[src/rtl/eleb_pkg.sv]
/*
  Shared constants and types of the error log entry builder: register map,
  entry layout, field constants and reset values.
  Assumes a 32-bit AXI4-Lite register bus with an 8-bit byte address.
*/
package eleb_pkg;

  // Bus widths.
  localparam int unsigned ADDR_W = 8;
  localparam int unsigned DATA_W = 32;

  // Register byte addresses.
  localparam logic [7:0] A_CTRL = 8'h00;
  localparam logic [7:0] A_ENTRY_SEL = 8'h04;
  localparam logic [7:0] A_LOG_STATUS = 8'h08;
  localparam logic [7:0] A_LOG_ATTR = 8'h0c;
  localparam logic [7:0] A_HEALTH_NSID = 8'h10;
  localparam logic [7:0] A_HEALTH_RESULT = 8'h14;
  localparam logic [7:0] A_WARN_EN = 8'h18;
  localparam logic [7:0] A_WARN_FLAGS = 8'h1c;
  localparam logic [7:0] A_LIFE_LO = 8'h20;
  localparam logic [7:0] A_LIFE_HI = 8'h24;
  localparam logic [7:0] A_WIN_BASE = 8'h40;

  // Entry window: 16 words of 4 bytes make one 64-byte entry.
  localparam int unsigned ENTRY_WORDS = 16;

  // Field constants.
  localparam logic [15:0] NO_CMD_ID = 16'hffff;
  localparam logic [31:0] NSID_ALL = 32'hffffffff;
  localparam logic [31:0] NSID_NONE = 32'h00000000;
  localparam logic [7:0] VPAGE_MIN = 8'h80;
  localparam logic [7:0] VPAGE_NONE = 8'h00;
  localparam logic [4:0] PEL_RSVD = 5'h00;
  localparam logic [63:0] COUNT_RESET = 64'h0;

  // Reset values and response codes.
  localparam logic CTRL_ABORT_RESET = 1'b1;
  localparam logic [1:0] RESP_OKAY = 2'h0;
  localparam logic [1:0] RESP_SLVERR = 2'h2;

  // Health result bit positions.
  localparam int unsigned HR_DONE = 0;
  localparam int unsigned HR_INVALID = 1;
  localparam int unsigned HR_CTRL_LOG = 2;
  localparam int unsigned HR_NS_LOG = 3;

  // One stored entry; the reserved bytes are not stored and read as zero.
  typedef struct packed {
    logic [63:0] count;
    logic [15:0] sqid;
    logic [15:0] tag;
    logic [15:0] status;
    logic [15:0] pel;
    logic [63:0] lba;
    logic [31:0] nsid;
    logic [7:0] vpage;
    logic [63:0] cmdinfo;
  } eleb_entry_t;

endpackage : eleb_pkg

[src/rtl/eleb_log_if.sv]
/*
  Carrier between the entry builder and the entry store: one write port
  and one combinational read port by age index.
  Assumes both ends run on the same clock.
*/
`timescale 1ns/1ps
interface eleb_log_if;
  import eleb_pkg::*;

  logic wr_valid; // Store a new entry this cycle.
  eleb_entry_t wr_entry; // Entry to store.
  logic [7:0] rd_idx; // Age index, zero is the newest.
  eleb_entry_t rd_entry; // Entry at that index.
  logic rd_hit; // Index lies below the fill level.
  logic [15:0] fill; // Number of valid entries.

  modport builder (output wr_valid, output wr_entry, output rd_idx,
                   input rd_entry, input rd_hit, input fill);
  modport store (input wr_valid, input wr_entry, input rd_idx,
                 output rd_entry, output rd_hit, output fill);
endinterface : eleb_log_if

[src/rtl/eleb_top.sv]
/*
  Error log entry builder: captures error reports into 64-byte log
  entries, keeps a persistent error count, answers health log requests
  and raises critical-warning events. Software reaches it over AXI4-Lite.
  Assumes error and warning inputs come from logic on aclk, and that a
  keeper outside saves persist_count and restores it after power-up.
*/
// Notes on behaviour
// - Count starts at one, increments per entry.
// - Count survives power off via restore.
// - Zero count marks invalid or absent entries.
// - Queue identifier, all ones without command.
// - Command tag, all ones without command.
// - Status bits fifteen to one, phase bit zero.
// - Commandless error carries best fitting status.
// - Location byte and bit, else all ones.
// - Multi-byte parameter reports first byte, bit.
// - First affected block address in bytes 23:16.
// - Associated namespace in bytes 27:24.
// - Vendor page zero or 80h to FFh.
// - Command specific data in bytes 39:32.
// - Log is 64-byte entries up to maximum.
// - Newest error returned as first entry.
// - Full log drops oldest for newest.
// - Reset empties the whole log.
// - Health data is lifetime and persistent.
// - Attribute bit zero advertises per-namespace health.
// - Unsupported namespace aborts with invalid field.
// - Not aborting returns controller-wide health log.
// - Enabled critical warnings raise an event.
`timescale 1ns/1ps
module eleb_top
  import eleb_pkg::*;
#(
  parameter int unsigned DEPTH = 16,
  parameter bit PER_NS = 1'b0
) (
  input wire logic aclk,
  input wire logic aresetn,
  input wire logic [eleb_pkg::ADDR_W-1:0] s_axi_awaddr,
  input wire logic [2:0] s_axi_awprot,
  input wire logic s_axi_awvalid,
  output logic s_axi_awready,
  input wire logic [eleb_pkg::DATA_W-1:0] s_axi_wdata,
  input wire logic [3:0] s_axi_wstrb,
  input wire logic s_axi_wvalid,
  output logic s_axi_wready,
  output logic [1:0] s_axi_bresp,
  output logic s_axi_bvalid,
  input wire logic s_axi_bready,
  input wire logic [eleb_pkg::ADDR_W-1:0] s_axi_araddr,
  input wire logic [2:0] s_axi_arprot,
  input wire logic s_axi_arvalid,
  output logic s_axi_arready,
  output logic [eleb_pkg::DATA_W-1:0] s_axi_rdata,
  output logic [1:0] s_axi_rresp,
  output logic s_axi_rvalid,
  input wire logic s_axi_rready,
  input wire logic err_valid,
  input wire logic err_for_cmd,
  input wire logic [15:0] err_source_queue_identifier,
  input wire logic [15:0] err_failing_command_tag,
  input wire logic [14:0] err_status,
  input wire logic err_phase,
  input wire logic [5:0] err_param_byte,
  input wire logic [2:0] err_param_bit,
  input wire logic [63:0] err_lba,
  input wire logic [31:0] err_nsid,
  input wire logic [7:0] err_vendor_page,
  input wire logic [63:0] err_cmd_info,
  input wire logic count_restore,
  input wire logic [63:0] count_restore_value,
  input wire logic [7:0] crit_warn,
  output logic [63:0] persist_count,
  output logic async_event
);
  import eleb_pkg::*;

  // Log depth must fit the 8-bit entry selector and the store.
  if (DEPTH < 2 || DEPTH > 256) begin : g_bad_depth
    $error("eleb_top: DEPTH must lie in 2..256");
  end

  // All state of the builder.
  typedef struct packed {
    logic awready; // Write address and data taken together.
    logic bvalid; // Write response pending.
    logic [1:0] bresp; // Write response code.
    logic arready; // Read address taken.
    logic rvalid; // Read data pending.
    logic [1:0] rresp; // Read response code.
    logic [31:0] rdata; // Read data.
    logic abort_ns; // Abort unsupported namespace requests.
    logic [7:0] sel; // Entry selected for the window.
    logic [3:0] hres; // Last health request outcome.
    logic [7:0] warn_en; // Enabled warning types.
    logic [7:0] warn_flags; // Sticky raised warnings.
    logic [7:0] warn_prev; // Warning levels one cycle ago.
    logic event_o; // Event pulse.
    logic [63:0] count; // Last issued error count.
  } eleb_top_st_t;

  eleb_top_st_t s_q;
  eleb_top_st_t s_d;

  eleb_log_if lg ();

  // Entry ring; deep enough to hold the advertised maximum.
  eleb_store #(
    .DEPTH(DEPTH)
  ) u_store (
    .aclk(aclk),
    .aresetn(aresetn),
    .lg(lg)
  );

  // Byte-lane merge of a bus write into an old register value.
  function automatic logic [31:0] merge(input logic [31:0] old, input logic [31:0] wd,
                                        input logic [3:0] strb);
    logic [31:0] r;
    r = old;
    for (int i = 0; i < 4; i++) begin
      if (strb[i]) begin
        r[i*8 +: 8] = wd[i*8 +: 8];
      end
    end
    return r;
  endfunction : merge

  // One 32-bit word of a 64-byte entry image.
  function automatic logic [31:0] entry_word(input eleb_entry_t e, input logic [3:0] w);
    logic [31:0] r;
    case (w)
      4'h0: r = e.count[31:0];
      4'h1: r = e.count[63:32];
      4'h2: r = {e.tag, e.sqid};
      4'h3: r = {e.pel, e.status};
      4'h4: r = e.lba[31:0];
      4'h5: r = e.lba[63:32];
      4'h6: r = e.nsid;
      4'h7: r = {24'h000000, e.vpage};
      4'h8: r = e.cmdinfo[31:0];
      4'h9: r = e.cmdinfo[63:32];
      default: r = 32'h00000000;
    endcase
    return r;
  endfunction : entry_word

  // Combinational working values.
  logic [63:0] count_base; // Count before this cycle's error.
  logic [7:0] warn_rise; // Newly raised, enabled warnings.
  logic [7:0] warn_clr; // Software clear mask.
  eleb_entry_t ent; // Entry being built.
  logic [31:0] rd_word; // Word chosen by the read address.
  logic rd_ok; // Read address is mapped.
  logic [31:0] wr_cur; // Current value of a writable register.
  logic [31:0] wr_new; // Merged write value.
  logic [31:0] req_nsid; // Namespace of a health request.

  // Entry construction from the error report.
  always_comb begin
    count_base = count_restore ? count_restore_value : s_q.count;
    ent = '0;
    ent.count = count_base + 64'h1;
    ent.status = {err_status, err_phase};
    ent.lba = err_lba;
    ent.nsid = err_nsid;
    ent.cmdinfo = err_cmd_info;
    ent.vpage = (err_vendor_page >= VPAGE_MIN) ? err_vendor_page : VPAGE_NONE;
    if (err_for_cmd) begin
      ent.sqid = err_source_queue_identifier;
      ent.tag = err_failing_command_tag;
      ent.pel = {PEL_RSVD, err_param_bit, 2'b00, err_param_byte};
    end else begin
      ent.sqid = NO_CMD_ID;
      ent.tag = NO_CMD_ID;
      ent.pel = NO_CMD_ID;
    end
    lg.wr_valid = err_valid;
    lg.wr_entry = ent;
    lg.rd_idx = s_q.sel;
  end

  // Read decode; the entry window fills the map from A_WIN_BASE upward.
  always_comb begin
    rd_ok = 1'b1;
    rd_word = 32'h00000000;
    if (s_axi_araddr >= A_WIN_BASE) begin
      if (lg.rd_hit) begin
        rd_word = entry_word(lg.rd_entry, s_axi_araddr[5:2]);
      end
    end else begin
      case (s_axi_araddr)
        A_CTRL: rd_word = {31'h0, s_q.abort_ns};
        A_ENTRY_SEL: rd_word = {24'h0, s_q.sel};
        A_LOG_STATUS: rd_word = {16'(DEPTH), lg.fill};
        A_LOG_ATTR: rd_word = {31'h0, PER_NS};
        A_HEALTH_RESULT: rd_word = {28'h0, s_q.hres};
        A_WARN_EN: rd_word = {24'h0, s_q.warn_en};
        A_WARN_FLAGS: rd_word = {24'h0, s_q.warn_flags};
        A_LIFE_LO: rd_word = s_q.count[31:0];
        A_LIFE_HI: rd_word = s_q.count[63:32];
        default: rd_ok = 1'b0;
      endcase
    end
  end

  // Current value of the addressed writable register for lane merging.
  always_comb begin
    case (s_axi_awaddr)
      A_CTRL: wr_cur = {31'h0, s_q.abort_ns};
      A_ENTRY_SEL: wr_cur = {24'h0, s_q.sel};
      A_WARN_EN: wr_cur = {24'h0, s_q.warn_en};
      default: wr_cur = 32'h00000000;
    endcase
    wr_new = merge(wr_cur, s_axi_wdata, s_axi_wstrb);
    // A health request uses all lanes; partial namespace writes are unusual.
    req_nsid = wr_new;
  end

  // Main next-state logic.
  always_comb begin
    s_d = s_q;
    s_d.event_o = 1'b0;
    warn_clr = 8'h00;

    // Error counting; numbering persists through the outside keeper.
    s_d.count = count_base;
    if (err_valid) begin
      s_d.count = ent.count;
    end

    // Write channel: both address and data must be offered, then one
    // cycle of ready takes them together.
    s_d.awready = s_axi_awvalid && s_axi_wvalid && !s_q.awready && !s_q.bvalid;
    if (s_q.bvalid && s_axi_bready) begin
      s_d.bvalid = 1'b0;
    end
    if (s_q.awready) begin
      s_d.bvalid = 1'b1;
      s_d.bresp = RESP_OKAY;
      case (s_axi_awaddr)
        A_CTRL: s_d.abort_ns = wr_new[0];
        A_ENTRY_SEL: s_d.sel = wr_new[7:0];
        A_WARN_EN: s_d.warn_en = wr_new[7:0];
        A_WARN_FLAGS: warn_clr = s_axi_wstrb[0] ? s_axi_wdata[7:0] : 8'h00;
        A_HEALTH_NSID: begin
          s_d.hres = 4'h0;
          s_d.hres[HR_DONE] = 1'b1;
          if (req_nsid == NSID_ALL || req_nsid == NSID_NONE) begin
            s_d.hres[HR_CTRL_LOG] = 1'b1;
          end else if (PER_NS) begin
            s_d.hres[HR_NS_LOG] = 1'b1;
          end else if (s_q.abort_ns) begin
            s_d.hres[HR_INVALID] = 1'b1;
          end else begin
            s_d.hres[HR_CTRL_LOG] = 1'b1;
          end
        end
        A_LOG_STATUS, A_LOG_ATTR, A_HEALTH_RESULT, A_LIFE_LO, A_LIFE_HI: begin
          // Read-only registers ignore writes but answer normally.
          s_d.bresp = RESP_OKAY;
        end
        default: begin
          // The entry window is read-only as well.
          s_d.bresp = (s_axi_awaddr >= A_WIN_BASE) ? RESP_OKAY : RESP_SLVERR;
        end
      endcase
    end

    // Read channel: take the address, answer on the following cycle.
    s_d.arready = s_axi_arvalid && !s_q.arready && !s_q.rvalid;
    if (s_q.rvalid && s_axi_rready) begin
      s_d.rvalid = 1'b0;
    end
    if (s_q.arready) begin
      s_d.rvalid = 1'b1;
      s_d.rdata = rd_word;
      s_d.rresp = rd_ok ? RESP_OKAY : RESP_SLVERR;
    end

    s_d.warn_prev = crit_warn;
    warn_rise = crit_warn & ~s_q.warn_prev & s_q.warn_en;
    // A new warning wins over a clear landing in the same cycle.
    s_d.warn_flags = (s_q.warn_flags & ~warn_clr) | warn_rise;
    s_d.event_o = |warn_rise;

    if (!aresetn) begin
      s_d = '0;
      s_d.abort_ns = CTRL_ABORT_RESET;
      s_d.count = count_base;
    end
  end

  // State register.
  always_ff @(posedge aclk) begin
    s_q <= s_d;
  end

  // Outputs straight from state flops.
  assign s_axi_awready = s_q.awready;
  assign s_axi_wready = s_q.awready;
  assign s_axi_bvalid = s_q.bvalid;
  assign s_axi_bresp = s_q.bresp;
  assign s_axi_arready = s_q.arready;
  assign s_axi_rvalid = s_q.rvalid;
  assign s_axi_rdata = s_q.rdata;
  assign s_axi_rresp = s_q.rresp;
  assign persist_count = s_q.count;
  assign async_event = s_q.event_o;

endmodule : eleb_top

[src/rtl/eleb_store.sv]
/*
  Ring store of error log entries with newest-first read by age index.
  Assumes one writer on the same clock and a synchronous active-low reset.
*/
`timescale 1ns/1ps
module eleb_store #(
  parameter int unsigned DEPTH = 16
) (
  input wire logic aclk,
  input wire logic aresetn,
  eleb_log_if.store lg
);
  import eleb_pkg::*;

  localparam int unsigned PW = (DEPTH > 1) ? $clog2(DEPTH) : 1;

  // The age index is 8 bits wide, so deeper stores could not be read.
  if (DEPTH < 2 || DEPTH > 256) begin : g_bad_depth
    $error("eleb_store: DEPTH must lie in 2..256");
  end

  // All state of the store.
  typedef struct packed {
    eleb_entry_t [DEPTH-1:0] slot; // Entry array.
    logic [PW-1:0] wptr; // Next slot to write.
    logic [15:0] fill; // Valid entries.
  } eleb_store_st_t;

  eleb_store_st_t s_q;
  eleb_store_st_t s_d;
  logic [PW-1:0] rd_slot; // Physical slot of the requested age.

  // Next-state logic for writes.
  always_comb begin
    s_d = s_q;
    if (lg.wr_valid) begin
      s_d.slot[s_q.wptr] = lg.wr_entry;
      s_d.wptr = (s_q.wptr == PW'(DEPTH - 1)) ? '0 : s_q.wptr + PW'(1);
      if (s_q.fill != 16'(DEPTH)) begin
        s_d.fill = s_q.fill + 16'h0001;
      end
    end
    if (!aresetn) begin
      s_d.wptr = '0;
      s_d.fill = 16'h0000;
    end
  end

  // State register; slot contents need no reset since fill hides them.
  always_ff @(posedge aclk) begin
    s_q <= s_d;
  end

  always_comb begin
    rd_slot = s_q.wptr - PW'(1) - PW'(lg.rd_idx);
    if ({1'b0, s_q.wptr} < {1'b0, PW'(1)} + {1'b0, PW'(lg.rd_idx)}) begin
      rd_slot = PW'(DEPTH) + rd_slot;
    end
    lg.rd_hit = 16'(lg.rd_idx) < s_q.fill;
    lg.rd_entry = s_q.slot[rd_slot];
    lg.fill = s_q.fill;
  end

endmodule : eleb_store

[config.mk]
export PLATFORM = sky130hd
export DESIGN_NAME = eleb_top
export DESIGN_NICKNAME = d
export VERILOG_FILES = /design/src/rtl/eleb_pkg.sv /design/src/rtl/eleb_log_if.sv /design/src/rtl/eleb_top.sv /design/src/rtl/eleb_store.sv
export SDC_FILE = /design/constraint.sdc
export NUM_CORES = 2
export LEC_CHECK = 0
export BUFFER_PORTS_ARGS = -buffer_cell sky130_fd_sc_hd__buf_2
export CORE_ASPECT_RATIO = 0.8
export CORE_MARGIN = 2
export CORE_UTILIZATION = 36
export DETAILED_ROUTE_END_ITERATION = 8
export MAX_ROUTING_LAYER = met4
export PLACE_DENSITY = 0.54
export SETUP_SLACK_MARGIN = 0.4
export SLEW_MARGIN = 20
export SYNTH_ARGS = -nofsm -noshare
export SYNTH_HDL_FRONTEND = slang
export SYNTH_HIERARCHICAL = 1
export SYNTH_SLANG_ARGS = --single-unit
[constraint.sdc]
create_clock -name aclk -period 31.6 [get_ports aclk]
set_input_delay 6.32 -clock aclk [delete_from_list [all_inputs] [get_ports aclk]]
set_output_delay 6.32 -clock aclk [all_outputs]
set_load 0.02 [all_outputs]
Yosys cells after proc, flatten, opt, wreduce, memory -nomap -nowiden. Index checks and enable logic that the tools add are counted. Widths: inputs -> output; s select.

Reductions and logical operators: 27. $add $sub $neg: 5. Equality and inequality tests: 29. Multiplexer cells: 37. Bitwise operators: 6. $lt $le $gt $ge: 7.

Operators with widths (count): $bwmux 4736 (1); $bmux 296 s4 (1); $demux 296 s4 (1); $mux 296 (2); $pmux 32 s10 (1); $pmux 32 s8 (1); $mux 64 (3); $mux 32 (3); $add 64x1->64 const B (1); $mux 8 (8); $eq 8x5->1 const B (7); $mux 35 (1); $eq 32x32->1 const B (1); $eq 8x4->1 const B (4); $eq 8x6->1 const B (4); $logic_not 32->1 (1); $and 8x8->8 (3); $pmux 8 s3 (1); $add 16x1->16 const B (1); $eq 4x3->1 const B (4); $eq 8x3->1 const B (2); $ge 8x7->1 const B (2); $logic_not 8->1 (2); $lt 8x16->1 (1); other kinds (26) (55).

Logic and storage cells: 272. Output and inout port bits: 106. Input port bits: 365. Flip-flop bits (word level): 4897.

Logic depth before layout (Yosys ltp).
Word-level depth: 8. Depth in mapped cells: 17.

By module. The synthesis kept the hierarchy.

By module, submodules not included: eleb_store (times used 1, area each 178836.5 µm², cells an instance 7393, seq. area each 142616.8 µm²); eleb_top (times used 1, area each 11728.7 µm², cells an instance 1484, seq. area each 2782.7 µm²).

Worst setup path after synthesis. OpenSTA, ideal clock, no wires.

Path type: in2reg. From: input err_valid. To: register u_store/s_q[1000] in the netlist's numbering, enable pin. Required time: 30906 ps. Setup time: 694 ps. Setup slack: 17195 ps. Path buffers: 1. Stages: 4. Data arrival time: 13711 ps. Path through: clkbuf_1 > inv_1 > nor3_1 > and2_1.

RTL lines: from (decl) (line eleb_top.sv:59) `input wire logic err_valid,`; to (signal assigned) (line eleb_store.sv:51) `s_q <= s_d;`; to (decl) (line eleb_store.sv:29) `eleb_store_st_t s_q;`.

==> reports/metrics.cfg <==
[sta]
setup_violations = 0
post-route-period-util = 0.343
tns_ns = 0
rsz0062_at_grt = no
max_slew_margin = 0.135
fin_crit_ns = 10.84
slew_viol_final = 0
tightest_slew_ns = 1.29
fmax_mhz = 92.3
timing.final.ws_setup_ns = 20.76
whs_ns = 0.442
hold_viol_final = 0
skew_ns = 0.0926

[worst_setup_path]
arrival_ns = 11.49
reg2reg_to = s_axi_rdata[1]
cp-start-kind = input pin
path_cells = buf_2 > inv_1 > nor3_1 > and2_4 > buf_4 > buf_4 > buf_4 > buf_4
cpMostUsedCell = buf_4
rrSetupSlack_ns = 23.17
r2r_cells = 15
critPathMaxStageDelay_ns = 0.93
worstSetupEndpointType = register
critical_path_class = in2reg
crit_slowest_cell = buf_4
cp_max_fo = 47
required_ns = 32.25
timing.rr.start = u_store/s_q[16]

[floorplanning]
fp.coreArea_um2 = 526000
die_x_um = 817
initial_core_util = 0.362
die_y_um = 655
dieArea_um2 = 535000
num_rows = 238
ios = 471

[synth]
syn_area_um2 = 191000
yosys-mux-area-fraction = 0.159
synth_compound_area_frac = 0.0354
yosys.area_share.simple = 0.0178
seq_area_frac_synth = 0.763
yosysWarnings = 6
synth_common_cells = 4,736 x edfxtp_1, 1,184 x mux4_2, 417 x a22oi_1
synth_top_area_frac = 0.746
synth_edf_count = 4736
synth_xor_area_frac = 0.00666
syn_avg_cell_area_um2 = 21.5
synth.most_common_cell = edfxtp_1
synth_top_family_by_area = multiplexers
synth_top_cell_by_area = edfxtp_1
ys_ff_latch = 4895
ys.flop_type = edfxtp_1
synth.area.top_cells = edfxtp_1 75%, mux4_2 14%, mux2i_1 1.9%
ys_types = 78
synth-adder-area-share = 0.00122
synthArstFlopShare = 0
syn_inst = 8877

[global_routing]
grt_antenna_before_repair = 170
globalRouteOverflowTotal = 0
grt_pass1_wl_mm = 800
grt.total_usage = 0.220
first_global_vias = 95424
grt_max_degree = 123

[place]
pre_cts_ws_ns = 19.75
io_buffer_count = 462
dp_hpwl_mm = 356
gp_congestion = 0.937

[routing]
route.detailed.drc = 0
routedWlPerCell_um = 34.7
routed_wl_mm = 588
vias = 96805
drt-pass1-iter-count = 9
vias_per_cell = 5.70
ant_nets = 0
dr.first_iter.drc_count = 11624

[clocking]
post_cts_resized = 0
numCtsBuffers = 475
worstSkewPairLatency_ns = 1.05
holdBufCountCts = 0
h-tree-depth = 5
cts_num_sinks = 4895
cts.clk_slew.worst_paths_ns = 0.07
cts-root-buf = clkbuf_16
clock_path_buffers = 4
post-cts-setup-buffer-count = 0
cts_tree = built

[worst_hold_path]
hold-path-endpoint = s_axi_arready
hold_path_depth = 1
worstHoldStart = s_axi_rvalid
hold_class = reg2reg

[job]
maxCapViolations = 0

[layout]
num-fill-cells = 45495
drive_gt1_frac = 0.275
layout.nets = 9894
area_growth_pct = 14.0

[pwr]
p_leak_nw = 67.8
power_density_nw_per_um2 = 65.6
peakVddDrop_mv = 0.0551

[run_status]
status = complete, no violations

==> where the power goes <==
part	switching [W]	internal [W]
Sequential	0.0000387	0.00722
Clock	0.00247	0.00311
Combinational	0.000930	0.000465
Total	0.00344	0.0108
==> state kept, by name (all words and copies together) (netlist names) <==
signal / cells
async_event: 1
u_store/lg.fill: 16
s_axi_rresp: 1
s_axi_bresp: 1
s_q: 28
persist_count: 64
u_store/s_q: 4740
lg.rd_idx: 8
s_axi_awready: 1
s_axi_arready: 1
s_axi_bvalid: 1
s_axi_rdata: 32
s_axi_rvalid: 1
==> worst max-delay path by stage <==
stage | slack [ns] | cells past startpoint | endpoint | start
3_3_place_gp | 19.75 | 8 | u_store/s_q[1171] | err_valid
2_1_floorplan | 17.19 | 4 | u_store/s_q[1000] | err_valid
6_report | 20.76 | 8 | u_store/s_q[1166] | err_valid
3_5_place_dp | 19.75 | 8 | u_store/s_q[1053] | err_valid
4_1_cts | 20.83 | 8 | u_store/s_q[1085] | err_valid
5_1_grt | 20.62 | 8 | u_store/s_q[1085] | err_valid
==> stage by stage <==
step           total power (W)  cell area (µm²)   util  instances
6_report                0.0142           217000  0.413      16969
5_1_grt                 0.0146           217000  0.413      16955
4_1_cts                 0.0143           217000  0.412      16870
3_5_place_dp           0.00879           201000  0.383      15992
3_3_place_gp           0.00877           201000  0.383      15990
2_1_floorplan          0.00816           191000      -       8878
==> layout make-up <==
cell class | instances | area, µm² | area share
Sequential cell | 4895 | 145000 | 0.669
Inverter | 23 | 86.3 | 0.000398
Clock inverter | 269 | 2720 | 0.0125
Tap cell | 6960 | 8710 | 0.0401
Timing Repair Buffer | 778 | 4980 | 0.0229
Multi-Input combinational cell | 3338 | 42600 | 0.196
Antenna cell | 97 | 243 | 0.00112
Clock buffer | 609 | 12500 | 0.0575
==> worst max-delay path: cells and delay by family <==
kind,cells,cell delay [ns]
simple gates,2,1.19
buf+inv,6,3.65
==> metal layers <==
layer  GRT usage  vias to the layer above  wire (µm)
met5           -                        -          0
met2       0.336                     4225     273000
met4      0.0911                        0      29100
met3      0.0487                      957      48800
met1       0.288                    52803     237000
li1            -                    38820          -
==> cell families (layout without fill, tap and decap cells) <==
kind of cell	count (synthesis)	in the layout
DFF	4895	4895
muxes	1551	1551
AOI/OAI and AO/OA	998	998
buffers and inverters	645	1679
and+or+nand+nor	624	624
xor gates and xnor gates	145	145
adders and majority gates	18	18
other	1	99
==> layout by cell type (no fill, tap or decap), types with 39 or more instances in the layout <==
cell type  instances
xnor2_1           57
mux2i_1          357
mux4_2          1184
buf_4            292
xor2_1            49
dfxtp_1          158
nand3_1           78
edfxtp_1        4736
nand4_1           41
a22oi_1          416
nor2_1            73
diode_2           97
nand2b_1          46
buf_2            459
clkinv_1         104
nand2_1          161
clkbuf_1         126
clkbuf_16        476
clkinv_2          92
bufinv_16         39
o21ai_0          320
Power figures use the tool's default switching activity.
